==> src/iwrc_pkg.sv <==
// Purpose: Shared constants and types for the idle, wake and reset-cause block
// Assumes: Registers sit on a 32-bit classic Wishbone bus, one word each
// Notes:   Byte addresses below are word aligned; data uses bits 7:0
package iwrc_pkg;
  // Register byte addresses
  localparam logic [3:0] ADR_RCAUSE = 4'h0;
  localparam logic [3:0] ADR_PCTRL = 4'h4;
  localparam logic [3:0] ADR_PSTAT = 4'h8;
  // reset_cause_register field positions
  localparam int RC_IRQ_LEVEL_ENABLE = 7;
  localparam int RC_CM = 5;
  localparam int RC_RI = 4;
  localparam int RC_TO = 3;
  localparam int RC_PD = 2;
  localparam int RC_POR = 1;
  localparam int RC_BOR = 0;
  localparam logic [7:0] RC_RESET = 8'h3C;
  localparam logic [7:0] RC_WMASK = 8'hB3;
  // power_control_register field positions
  localparam int PC_IDLE_ON_SLEEP_SELECT = 0;
  localparam int PC_SCS = 1;
  localparam int PC_T1EN = 3;
  localparam int PC_WDTEN = 4;
  localparam int PC_FSCM = 5;
  localparam logic [7:0] PC_RESET = 8'h04;
  localparam logic [7:0] PC_WMASK = 8'h3F;
  // Clock select and main oscillator configuration codes
  localparam logic [1:0] SCS_SEC = 2'h1;
  localparam logic [1:0] SCS_MAIN = 2'h2;
  localparam logic [1:0] MAIN_OSC_CONFIG_EC = 2'h1;
  localparam logic [1:0] MAIN_OSC_CONFIG_EXTERNAL_CLOCK_PLL_MODE = 2'h3;
  // Timing in core_clk cycles
  localparam int DLY_W = 12;
  localparam logic [DLY_W-1:0] WAKE_DLY_CYC = 12'h008;
  localparam logic [DLY_W-1:0] OST_CYC = 12'h400;
  typedef enum logic [1:0] {
    M_RUN = 2'b00,
    M_IDLE = 2'b01,
    M_SLEEP = 2'b10,
    M_WAKE = 2'b11
  } iwrc_mode_e;
  typedef enum logic [1:0] {
    SRC_INT = 2'b00,
    SRC_SEC = 2'b01,
    SRC_MAIN = 2'b10,
    SRC_NONE = 2'b11
  } iwrc_src_e;
endpackage

==> src/iwrc_reg_if.sv <==
// Purpose: Register access carrier between bus slave and control core
// Assumes: wr is a one-cycle strobe in the cycle that ack is high
// Notes:   rdata is decoded combinationally from addr by the core
`timescale 1ns/100ps
interface iwrc_reg_if;
  logic wr;
  logic [3:0] addr;
  logic [7:0] wdata;
  logic [7:0] rdata;
  modport bus (output wr, output addr, output wdata, input rdata);
  modport regs (input wr, input addr, input wdata, output rdata);
endinterface

==> src/iwrc_delay.sv <==
// Purpose: Down counter that times the wake interval
// Assumes: load value is at least one
// Notes:   done is high in the last cycle of the interval
`timescale 1ns/100ps
module iwrc_delay #(
  parameter int W = 12
) (
  input wire logic core_clk,
  input wire logic arst_n,
  input wire logic load,
  input wire logic [W-1:0] val,
  output logic done
);
  logic [W-1:0] cnt_r;
  logic [W-1:0] cnt_nxt;

  assign cnt_nxt = load ? val : (cnt_r != '0) ? cnt_r - 1'b1 : cnt_r;
  assign done = (cnt_r == {{(W-1){1'b0}}, 1'b1}) && !load;

  always_ff @(posedge core_clk or negedge arst_n) begin
    if (!arst_n) begin
      cnt_r <= '0;
    end else begin
      cnt_r <= cnt_nxt;
    end
  end
endmodule // iwrc_delay

==> src/iwrc_wb.sv <==
// Purpose: Classic Wishbone slave in front of the register core
// Assumes: Master holds the request until it samples ack
// Notes:   Ack one cycle after the request; unmapped reads return zero
`timescale 1ns/100ps
module iwrc_wb (
  input wire logic core_clk,
  input wire logic arst_n,
  input wire logic wb_cyc_i,
  input wire logic wb_stb_i,
  input wire logic wb_we_i,
  input wire logic [3:0] wb_adr_i,
  input wire logic [3:0] wb_sel_i,
  input wire logic [31:0] wb_dat_i,
  output logic [31:0] wb_dat_o,
  output logic wb_ack_o,
  iwrc_reg_if.bus rif
);
  logic ack_r;
  logic [7:0] dat_r;
  wire req = wb_cyc_i && wb_stb_i && !ack_r;

  // Write lands on the edge where the master sees ack
  assign rif.wr = ack_r && wb_cyc_i && wb_stb_i && wb_we_i && wb_sel_i[0];
  assign rif.addr = wb_adr_i;
  assign rif.wdata = wb_dat_i[7:0];
  assign wb_ack_o = ack_r;
  assign wb_dat_o = {24'h000000, dat_r};

  always_ff @(posedge core_clk or negedge arst_n) begin
    if (!arst_n) begin
      ack_r <= 1'b0;
      dat_r <= 8'h00;
    end else begin
      ack_r <= req;
      if (req) begin
        dat_r <= rif.rdata;
      end
    end
  end
endmodule // iwrc_wb

==> src/iwrc_top.sv <==
// Purpose: Idle and sleep entry, wake sequencing and reset-cause register
// Assumes: Event inputs are one-cycle pulses synchronous to core_clk
// Notes:   arst_n is the power-on reset; other resets arrive as pulses
//
// Added by the designer: register access over Wishbone and the register offsets.
`timescale 1ns/100ps
module iwrc_top (
  input wire logic core_clk,
  input wire logic arst_n,
  input wire logic wb_cyc_i,
  input wire logic wb_stb_i,
  input wire logic wb_we_i,
  input wire logic [3:0] wb_adr_i,
  input wire logic [3:0] wb_sel_i,
  input wire logic [31:0] wb_dat_i,
  output logic [31:0] wb_dat_o,
  output logic wb_ack_o,
  input wire logic sleep_instr,
  input wire logic watchdog_clear_instr,
  input wire logic [7:0] irq_flags,
  input wire logic [7:0] irq_enables,
  input wire logic global_irq_enable,
  input wire logic wdt_timeout,
  input wire logic clock_lost,
  input wire logic bor_event,
  input wire logic cm_event,
  input wire logic reset_instr_event,
  input wire logic vreg_enable,
  input wire logic [1:0] main_osc_config,
  output logic cpu_clk_en,
  output logic [1:0] periph_src,
  output logic main_osc_on,
  output logic sec_osc_on,
  output logic int_osc_on,
  output logic main_clock_active_flag,
  output logic secondary_clock_active_flag,
  output logic wdt_clear,
  output logic wdt_reset_req,
  output logic cpu_resume,
  output logic irq_vector_branch,
  output logic irq_level_enable
);
  ////////////////////////////////////////////////////////////////////////
  iwrc_reg_if rif ();

  iwrc_wb u_wb (
    .core_clk(core_clk),
    .arst_n(arst_n),
    .wb_cyc_i(wb_cyc_i),
    .wb_stb_i(wb_stb_i),
    .wb_we_i(wb_we_i),
    .wb_adr_i(wb_adr_i),
    .wb_sel_i(wb_sel_i),
    .wb_dat_i(wb_dat_i),
    .wb_dat_o(wb_dat_o),
    .wb_ack_o(wb_ack_o),
    .rif(rif)
  );

  iwrc_pkg::iwrc_mode_e mode_r, mode_nxt;
  iwrc_pkg::iwrc_src_e src_r, src_nxt, scs_src;
  logic [7:0] rc_r, rc_nxt;
  logic [7:0] pc_r, pc_nxt;
  logic irq_wake_r, irq_wake_nxt;
  logic gie_r, gie_nxt;
  logic cpu_r, main_on_r, sec_on_r, int_on_r, mflag_r, sflag_r;
  logic wclr_r, wrst_r, resume_r, vec_r;
  logic dly_load, dly_done;
  logic [iwrc_pkg::DLY_W-1:0] dly_val;

  ////////////////////////////////////////////////////////////////////////
  // Decode
  wire [1:0] system_clock_select = pc_r[iwrc_pkg::PC_SCS +: 2];
  wire idle_on_sleep_select = pc_r[iwrc_pkg::PC_IDLE_ON_SLEEP_SELECT];
  wire t1en = pc_r[iwrc_pkg::PC_T1EN];
  wire wdt_en = pc_r[iwrc_pkg::PC_WDTEN];
  wire fscm_en = pc_r[iwrc_pkg::PC_FSCM];
  wire in_run = (mode_r == iwrc_pkg::M_RUN);
  wire asleep = (mode_r == iwrc_pkg::M_IDLE) ||
                (mode_r == iwrc_pkg::M_SLEEP);
  wire wake_irq = |(irq_flags & irq_enables);
  wire wake_any = wake_irq || wdt_timeout;
  wire wdt_rst = in_run && wdt_timeout;
  wire rst_evt = bor_event || cm_event || reset_instr_event || wdt_rst;
  wire sec_bad = idle_on_sleep_select && (system_clock_select == iwrc_pkg::SCS_SEC) && !t1en;
  wire sleep_ok = in_run && sleep_instr && !sec_bad;
  wire ext_main = (main_osc_config == iwrc_pkg::MAIN_OSC_CONFIG_EC) ||
                  (main_osc_config == iwrc_pkg::MAIN_OSC_CONFIG_EXTERNAL_CLOCK_PLL_MODE);
  // Start-up wait only when a stopped crystal must restart
  wire need_ost = (mode_r == iwrc_pkg::M_SLEEP) &&
                  (scs_src == iwrc_pkg::SRC_MAIN) && !ext_main;
  wire sel_rc = rif.addr == iwrc_pkg::ADR_RCAUSE;
  wire sel_pc = rif.addr == iwrc_pkg::ADR_PCTRL;
  wire sel_ps = rif.addr == iwrc_pkg::ADR_PSTAT;
  wire [7:0] pstat = {1'b0, sflag_r, mflag_r, cpu_r, src_r, mode_r};

  // Clear select falls to the RC; 10 picks main, 01 secondary
  assign scs_src = (system_clock_select == iwrc_pkg::SCS_MAIN) ? iwrc_pkg::SRC_MAIN :
                   (system_clock_select == iwrc_pkg::SCS_SEC) ? iwrc_pkg::SRC_SEC :
                   iwrc_pkg::SRC_INT;
  assign rif.rdata = sel_rc ? rc_r : sel_pc ? pc_r : sel_ps ? pstat : 8'h00;
  assign dly_load = asleep && wake_any && !rst_evt;
  assign dly_val = need_ost ?
                   iwrc_pkg::DLY_W'(iwrc_pkg::WAKE_DLY_CYC + iwrc_pkg::OST_CYC) :
                   iwrc_pkg::WAKE_DLY_CYC;

  iwrc_delay #(
    .W(iwrc_pkg::DLY_W)
  ) u_dly (
    .core_clk(core_clk),
    .arst_n(arst_n),
    .load(dly_load),
    .val(dly_val),
    .done(dly_done)
  );

  ////////////////////////////////////////////////////////////////////////
  // Mode sequencing
  always_comb begin
    mode_nxt = mode_r;
    src_nxt = src_r;
    irq_wake_nxt = irq_wake_r;
    gie_nxt = gie_r;
    case (mode_r)
      iwrc_pkg::M_RUN: begin
        if (sleep_ok && idle_on_sleep_select) begin
          mode_nxt = iwrc_pkg::M_IDLE;
          src_nxt = scs_src;
        end else if (sleep_ok) begin
          mode_nxt = iwrc_pkg::M_SLEEP;
          src_nxt = iwrc_pkg::SRC_NONE;
        end
      end
      iwrc_pkg::M_IDLE, iwrc_pkg::M_SLEEP: begin
        if (wake_any) begin
          mode_nxt = iwrc_pkg::M_WAKE;
          irq_wake_nxt = wake_irq;
          gie_nxt = global_irq_enable;
          // Idle keeps its source; sleep wakes to the selected one
          if (mode_r == iwrc_pkg::M_SLEEP) begin
            src_nxt = scs_src;
          end
        end
      end
      iwrc_pkg::M_WAKE: begin
        if (dly_done) begin
          mode_nxt = iwrc_pkg::M_RUN;
        end
      end
      default: begin
        mode_nxt = iwrc_pkg::M_RUN;
      end
    endcase
    if (rst_evt) begin
      mode_nxt = iwrc_pkg::M_RUN;
      irq_wake_nxt = 1'b0;
      if (!in_run) begin
        src_nxt = iwrc_pkg::SRC_INT;
      end
    end
  end

  ////////////////////////////////////////////////////////////////////////
  // Registers; hardware events are applied last so they beat a write
  always_comb begin
    rc_nxt = rc_r;
    pc_nxt = pc_r;
    if (rif.wr && sel_rc) begin
      rc_nxt = (rc_r & ~iwrc_pkg::RC_WMASK) |
               (rif.wdata & iwrc_pkg::RC_WMASK);
    end
    if (rif.wr && sel_pc) begin
      pc_nxt = rif.wdata & iwrc_pkg::PC_WMASK;
    end
    if (sleep_ok) begin
      rc_nxt[iwrc_pkg::RC_TO] = 1'b1;
      rc_nxt[iwrc_pkg::RC_PD] = 1'b0;
    end
    if (watchdog_clear_instr) begin
      rc_nxt[iwrc_pkg::RC_TO] = 1'b1;
      rc_nxt[iwrc_pkg::RC_PD] = 1'b1;
    end
    if (wdt_timeout) begin
      rc_nxt[iwrc_pkg::RC_TO] = 1'b0;
    end
    if (cm_event) begin
      rc_nxt[iwrc_pkg::RC_CM] = 1'b0;
    end
    if (reset_instr_event) begin
      rc_nxt[iwrc_pkg::RC_RI] = 1'b0;
    end
    if (bor_event || !vreg_enable) begin
      rc_nxt[iwrc_pkg::RC_BOR] = 1'b0;
    end
  end

  always_ff @(posedge core_clk or negedge arst_n) begin
    if (!arst_n) begin
      rc_r <= iwrc_pkg::RC_RESET;
      pc_r <= iwrc_pkg::PC_RESET;
      mode_r <= iwrc_pkg::M_RUN;
      src_r <= iwrc_pkg::SRC_MAIN;
      irq_wake_r <= 1'b0;
      gie_r <= 1'b0;
    end else begin
      rc_r <= rc_nxt;
      pc_r <= pc_nxt;
      mode_r <= mode_nxt;
      src_r <= src_nxt;
      irq_wake_r <= irq_wake_nxt;
      gie_r <= gie_nxt;
    end
  end

  ////////////////////////////////////////////////////////////////////////
  // Registered outputs
  wire wake_end = (mode_r == iwrc_pkg::M_WAKE) && dly_done && !rst_evt;

  always_ff @(posedge core_clk or negedge arst_n) begin
    if (!arst_n) begin
      cpu_r <= 1'b1;
      main_on_r <= 1'b1;
      sec_on_r <= 1'b0;
      int_on_r <= 1'b0;
      mflag_r <= 1'b1;
      sflag_r <= 1'b0;
      wclr_r <= 1'b0;
      wrst_r <= 1'b0;
      resume_r <= 1'b0;
      vec_r <= 1'b0;
    end else begin
      cpu_r <= (mode_nxt == iwrc_pkg::M_RUN);
      main_on_r <= (src_nxt == iwrc_pkg::SRC_MAIN);
      sec_on_r <= (src_nxt == iwrc_pkg::SRC_SEC) || t1en;
      int_on_r <= (src_nxt == iwrc_pkg::SRC_INT) || wdt_en ||
                  fscm_en;
      mflag_r <= (src_nxt == iwrc_pkg::SRC_MAIN);
      sflag_r <= (src_nxt == iwrc_pkg::SRC_SEC);
      wclr_r <= sleep_ok || watchdog_clear_instr ||
                (clock_lost && fscm_en);
      wrst_r <= wdt_rst;
      resume_r <= wake_end;
      vec_r <= wake_end && irq_wake_r && gie_r;
    end
  end

  assign cpu_clk_en = cpu_r;
  assign periph_src = src_r;
  assign main_osc_on = main_on_r;
  assign sec_osc_on = sec_on_r;
  assign int_osc_on = int_on_r;
  assign main_clock_active_flag = mflag_r;
  assign secondary_clock_active_flag = sflag_r;
  assign wdt_clear = wclr_r;
  assign wdt_reset_req = wrst_r;
  assign cpu_resume = resume_r;
  assign irq_vector_branch = vec_r;
  assign irq_level_enable = rc_r[iwrc_pkg::RC_IRQ_LEVEL_ENABLE];
endmodule // iwrc_top

==> config.mk <==
export PLATFORM = sky130hd
export DESIGN_NAME = iwrc_top
export DESIGN_NICKNAME = d
export VERILOG_FILES = /design/src/iwrc_pkg.sv /design/src/iwrc_reg_if.sv /design/src/iwrc_delay.sv /design/src/iwrc_wb.sv /design/src/iwrc_top.sv
export SDC_FILE = /design/constraint.sdc
export NUM_CORES = 1
export LEC_CHECK = 0
export ABC_AREA = 1
export BUFFER_PORTS_ARGS = -buffer_cell sky130_fd_sc_hd__buf_2
export CAP_MARGIN = 40
export CORE_UTILIZATION = 44
export DETAILED_ROUTE_END_ITERATION = 12
export PLACE_DENSITY = 0.82
export SLEW_MARGIN = 25
export SYNTH_ARGS = -nofsm -noshare
export SYNTH_HDL_FRONTEND = slang
export SYNTH_SLANG_ARGS = --single-unit
export TNS_END_PERCENT = 1
==> constraint.sdc <==
create_clock -name core_clk -period 1.6 [get_ports core_clk]
set_input_delay 0.24 -clock core_clk [delete_from_list [all_inputs] [get_ports core_clk]]
set_output_delay 0.24 -clock core_clk [all_outputs]
set_load 0.02 [all_outputs]
==> summary.md <==
Port buffering added 64 buffers. After detailed routing, the average wire length per cell comes to 12.6 um. The fill cell total of the finished layout is 545. Kind of capture point of the worst setup path: a flip-flop. The cell area that synthesis handed to floorplanning was 2930 um^2. Counting every instance in the synthesized netlist gives 345.

The synthesized design contains 49 register bits. The placed cell area is 3350 um^2, and the final cell area excluding filler cells is 3560 um^2. For the total die area, the log shows 7000 um^2. The tools report the total area of multi-input combinational cells as 1460 um^2. From left edge to right edge, the die measures 83.7 um. The minimum hold slack was 0.122 ns. The worst setup slack before clock tree synthesis was 0.000568 ns. After global routing the overflow that remains totals 0. For the wire length reported by the detailed router, the log shows 6.41 mm.

The overall fraction of global-route tracks in use is 0.193. The tools report the total clock buffers created by CTS as 5. Critical path startpoint category: a flip-flop.

Counting instances in the post-synthesis netlist gives the leading cell types as 61 x nand2_1, 47 x inv_1, 41 x dfrtp_1. Power spread over the standard cell area amounts to 901 nW/um^2. The vertical die dimension came out at 83.7 um. 118 I/O pins were placed.

Among all cell types in the netlist, the one instantiated most often is nand2_1. The number of violations reported at the end of detailed-routing iteration 0 was 166. The wire-length estimate of the detail-placed layout is 4.88 mm. Once placement completed, the tool counted placed cells totaling 496. At the later pin of the worst-skew pair, clock insertion delay measures 0.31 ns.

Number of vias in the routed layout: 2432. At the end of the flow, the number of nets in the layout was 509. The run gives 0.421 as the post-synthesis sequential area ratio. After synthesis, the cell types taking the most area are dfrtp_1 35%, nand2_1 7.8%, dfstp_2 7.2%. The number of global-route vias before repair is 2362, and the worst setup margin is 0.0645 ns.

The run gives 1.80 ns as the endpoint arrival time on the critical path. In this run the worst hold path is classified as in2reg. The initial antenna violation count is 0, and the clock period minus worst slack is 1.54 ns. The tools report the summed negative setup slack over all endpoints as 0 ns. In this run the register-to-register setup slack is 0.06 ns. The run gives 41 as the count of different cell masters after synthesis.

The total count of hold-check failures in the final report was 0; the CTS H-tree depth was 2. The static power due to leakage was 1.87 nW; the post-route fraction of the period consumed by the critical path was 0.960. For this run, design rule violations remaining after detail routing come to 0. The number of iterations in the first detailed-routing pass came out at 4. The run gives 0 as the total inserted antenna cells.

The total number of placement rows came out at 29. Once layout is complete, the cells apart from fillers number 507. Entering global routing, the biggest net connects 50 pins.

Yosys mapped a number of flops with a built-in enable equal to 0. During synthesis, Yosys emitted a total of 0 warnings. For the first-pass GRT wire length, the log shows 10.8 mm. TritonCTS built the clock tree.

The mean cell area of the mapped netlist came out at 8.50 um^2. For the sequential cell area, the log shows 1240 um^2. In this run the standard cell core region covers 6390 um^2. Setup violations remaining at the end of the flow were counted as 0. Commonest register cell after synthesis: dfrtp_1. Along the worst path, the maximum fanout reaches 3. Summed over all instances, the cell type with the most area after synthesis is dfrtp_1. The maximum resistive drop on vdd came out at 0.425 mV.

Setup repair after global routing could not meet its margin everywhere. The share of synthesized registers carrying an async set or reset was 1.00; the maximum buffer depth of the clock tree was 2. The area growth from synthesis to layout is 21.4%.

At the worst endpoint, the required time is 1.86 ns. In this run the remaining antenna-violating nets after routing total 0. Clock edge transition at the registers on the reported setup and hold paths: 0.10 ns. Dividing the detail-routed via count by the number of cells gives 4.80. Between clock sinks in the finished design, the worst skew comes to 0.0109 ns. The critical path is of the reg2reg type. For the CTS sink count, the log shows 49. The flow ran to the end, and the final reports show no timing, DRC or antenna violations. The final RePlAce weighted congestion is 0.915, and the fraction of layout instances using a drive strength above 1 is 0.384. The run gives 0.651 GHz as the upper clock frequency limit. Max-cap violations in this run came to 0. For the starting density of the core, the log shows 0.459. The tools report the root cell of the clock tree as clkbuf_8. The count of final max-slew check failures was 0; the fraction of post-synthesis cell area in the top cell type by area was 0.350.
==> worst max-delay path, cell delays in order, from the launching register on <==
cell,delay (ns)
dfrtp_1,0.38
inv_2,0.06
ha_4,0.17
nand2_2,0.06
inv_2,0.05
nor2_4,0.11
inv_2,0.06
nand2_2,0.06
inv_2,0.04
a21oi_2,0.12
a21boi_4,0.22
nand2_2,0.09
nand2_2,0.06
==> report_power, final <==
part / switching [mW] / internal, mW / total [mW]
logic: 0.564 / 0.311 / 0.875
clock network: 0.441 / 0.311 / 0.752
registers: 0.173 / 1.41 / 1.58
total: 1.18 / 2.03 / 3.21
==> through the flow <==
| step | util | total power [mW] |
|---|---|---|
| finish | 0.558 | 3.21 |
| CTS | 0.542 | 3.15 |
| global route | 0.558 | 3.38 |
| detailed placement | 0.524 | 2.42 |
| floorplan | - | 2.21 |
| global placement | 0.524 | 2.38 |
==> flip-flops by register name, indices dropped and copies added (netlist names), 2 cells and up <==
name / cells
rc_r: 7
periph_src: 2
pc_r: 6
u_wb.dat_r: 8
mode_r: 2
u_dly.cnt_r: 12
==> cell families after synthesis <==
logic type      synth area share
mux                       0.0230
flops                      0.421
simple gates               0.252
xor+xnor                  0.0119
fa+ha+maj                 0.0341
compound gates             0.113
buf+inv                    0.144
other cells              0.00128
==> layout by cell type, fill, tap and decap left out, types with 5 or more instances in the layout <==
master / instances
a21oi_1: 10
buf_2: 64
buf_4: 14
clkbuf_8: 5
conb_1: 24
dfrtp_1: 40
dfstp_2: 8
inv_1: 43
inv_2: 14
nand2_1: 58
nand2_2: 10
nand3_1: 13
nand3_2: 5
nor2_1: 18
nor2_2: 8
nor2_4: 8
nor3_1: 5
o21ai_0: 17
o21ai_1: 8
==> final cells by class <==
type | instances | share of cell area
multi-input cells | 234 | 0.409
repair buffers | 80 | 0.128
well taps | 77 | 0.0271
flip-flops and latches | 49 | 0.348
clock buffers | 5 | 0.0193
inverters | 59 | 0.0625
clock inverters | 3 | 0.00632
==> timing repair <==
action,in CTS,in global routing
hold buffers,1,0
endpoints found under the setup margin,3,15
setup buffers,0,2
pin swaps,0,9
hold endpoints to repair,41,0
gates resized for setup,2,25
==> per-layer routing <==
metal | vias up | GRT usage | routed length [um]
li1 | 1224 | - | -
met1 | 1133 | 0.249 | 2840
met2 | 65 | 0.318 | 3120
met3 | 10 | 0.0514 | 339
met4 | 0 | 0.0601 | 105
met5 | - | 0 | 0
==> final timing paths <==
kind	cells past startpoint	start	endpoint
min in group asynchronous	3	arst_n	wdt_reset_req$_DFF_PN0_
max	12	mode_r[1]$_DFF_PN0_	sec_osc_on$_DFF_PN0_
min	3	wb_dat_i[7]	rc_r[7]$_DFFE_PN0P_
max reg2reg	12	mode_r[1]$_DFF_PN0_	sec_osc_on$_DFF_PN0_
min reg2reg	1	pc_r[3]$_DFFE_PN0P_	pc_r[3]$_DFFE_PN0P_
max in group asynchronous	3	arst_n	periph_src[1]$_DFF_PN1_
(Power assumes the default switching activity.)
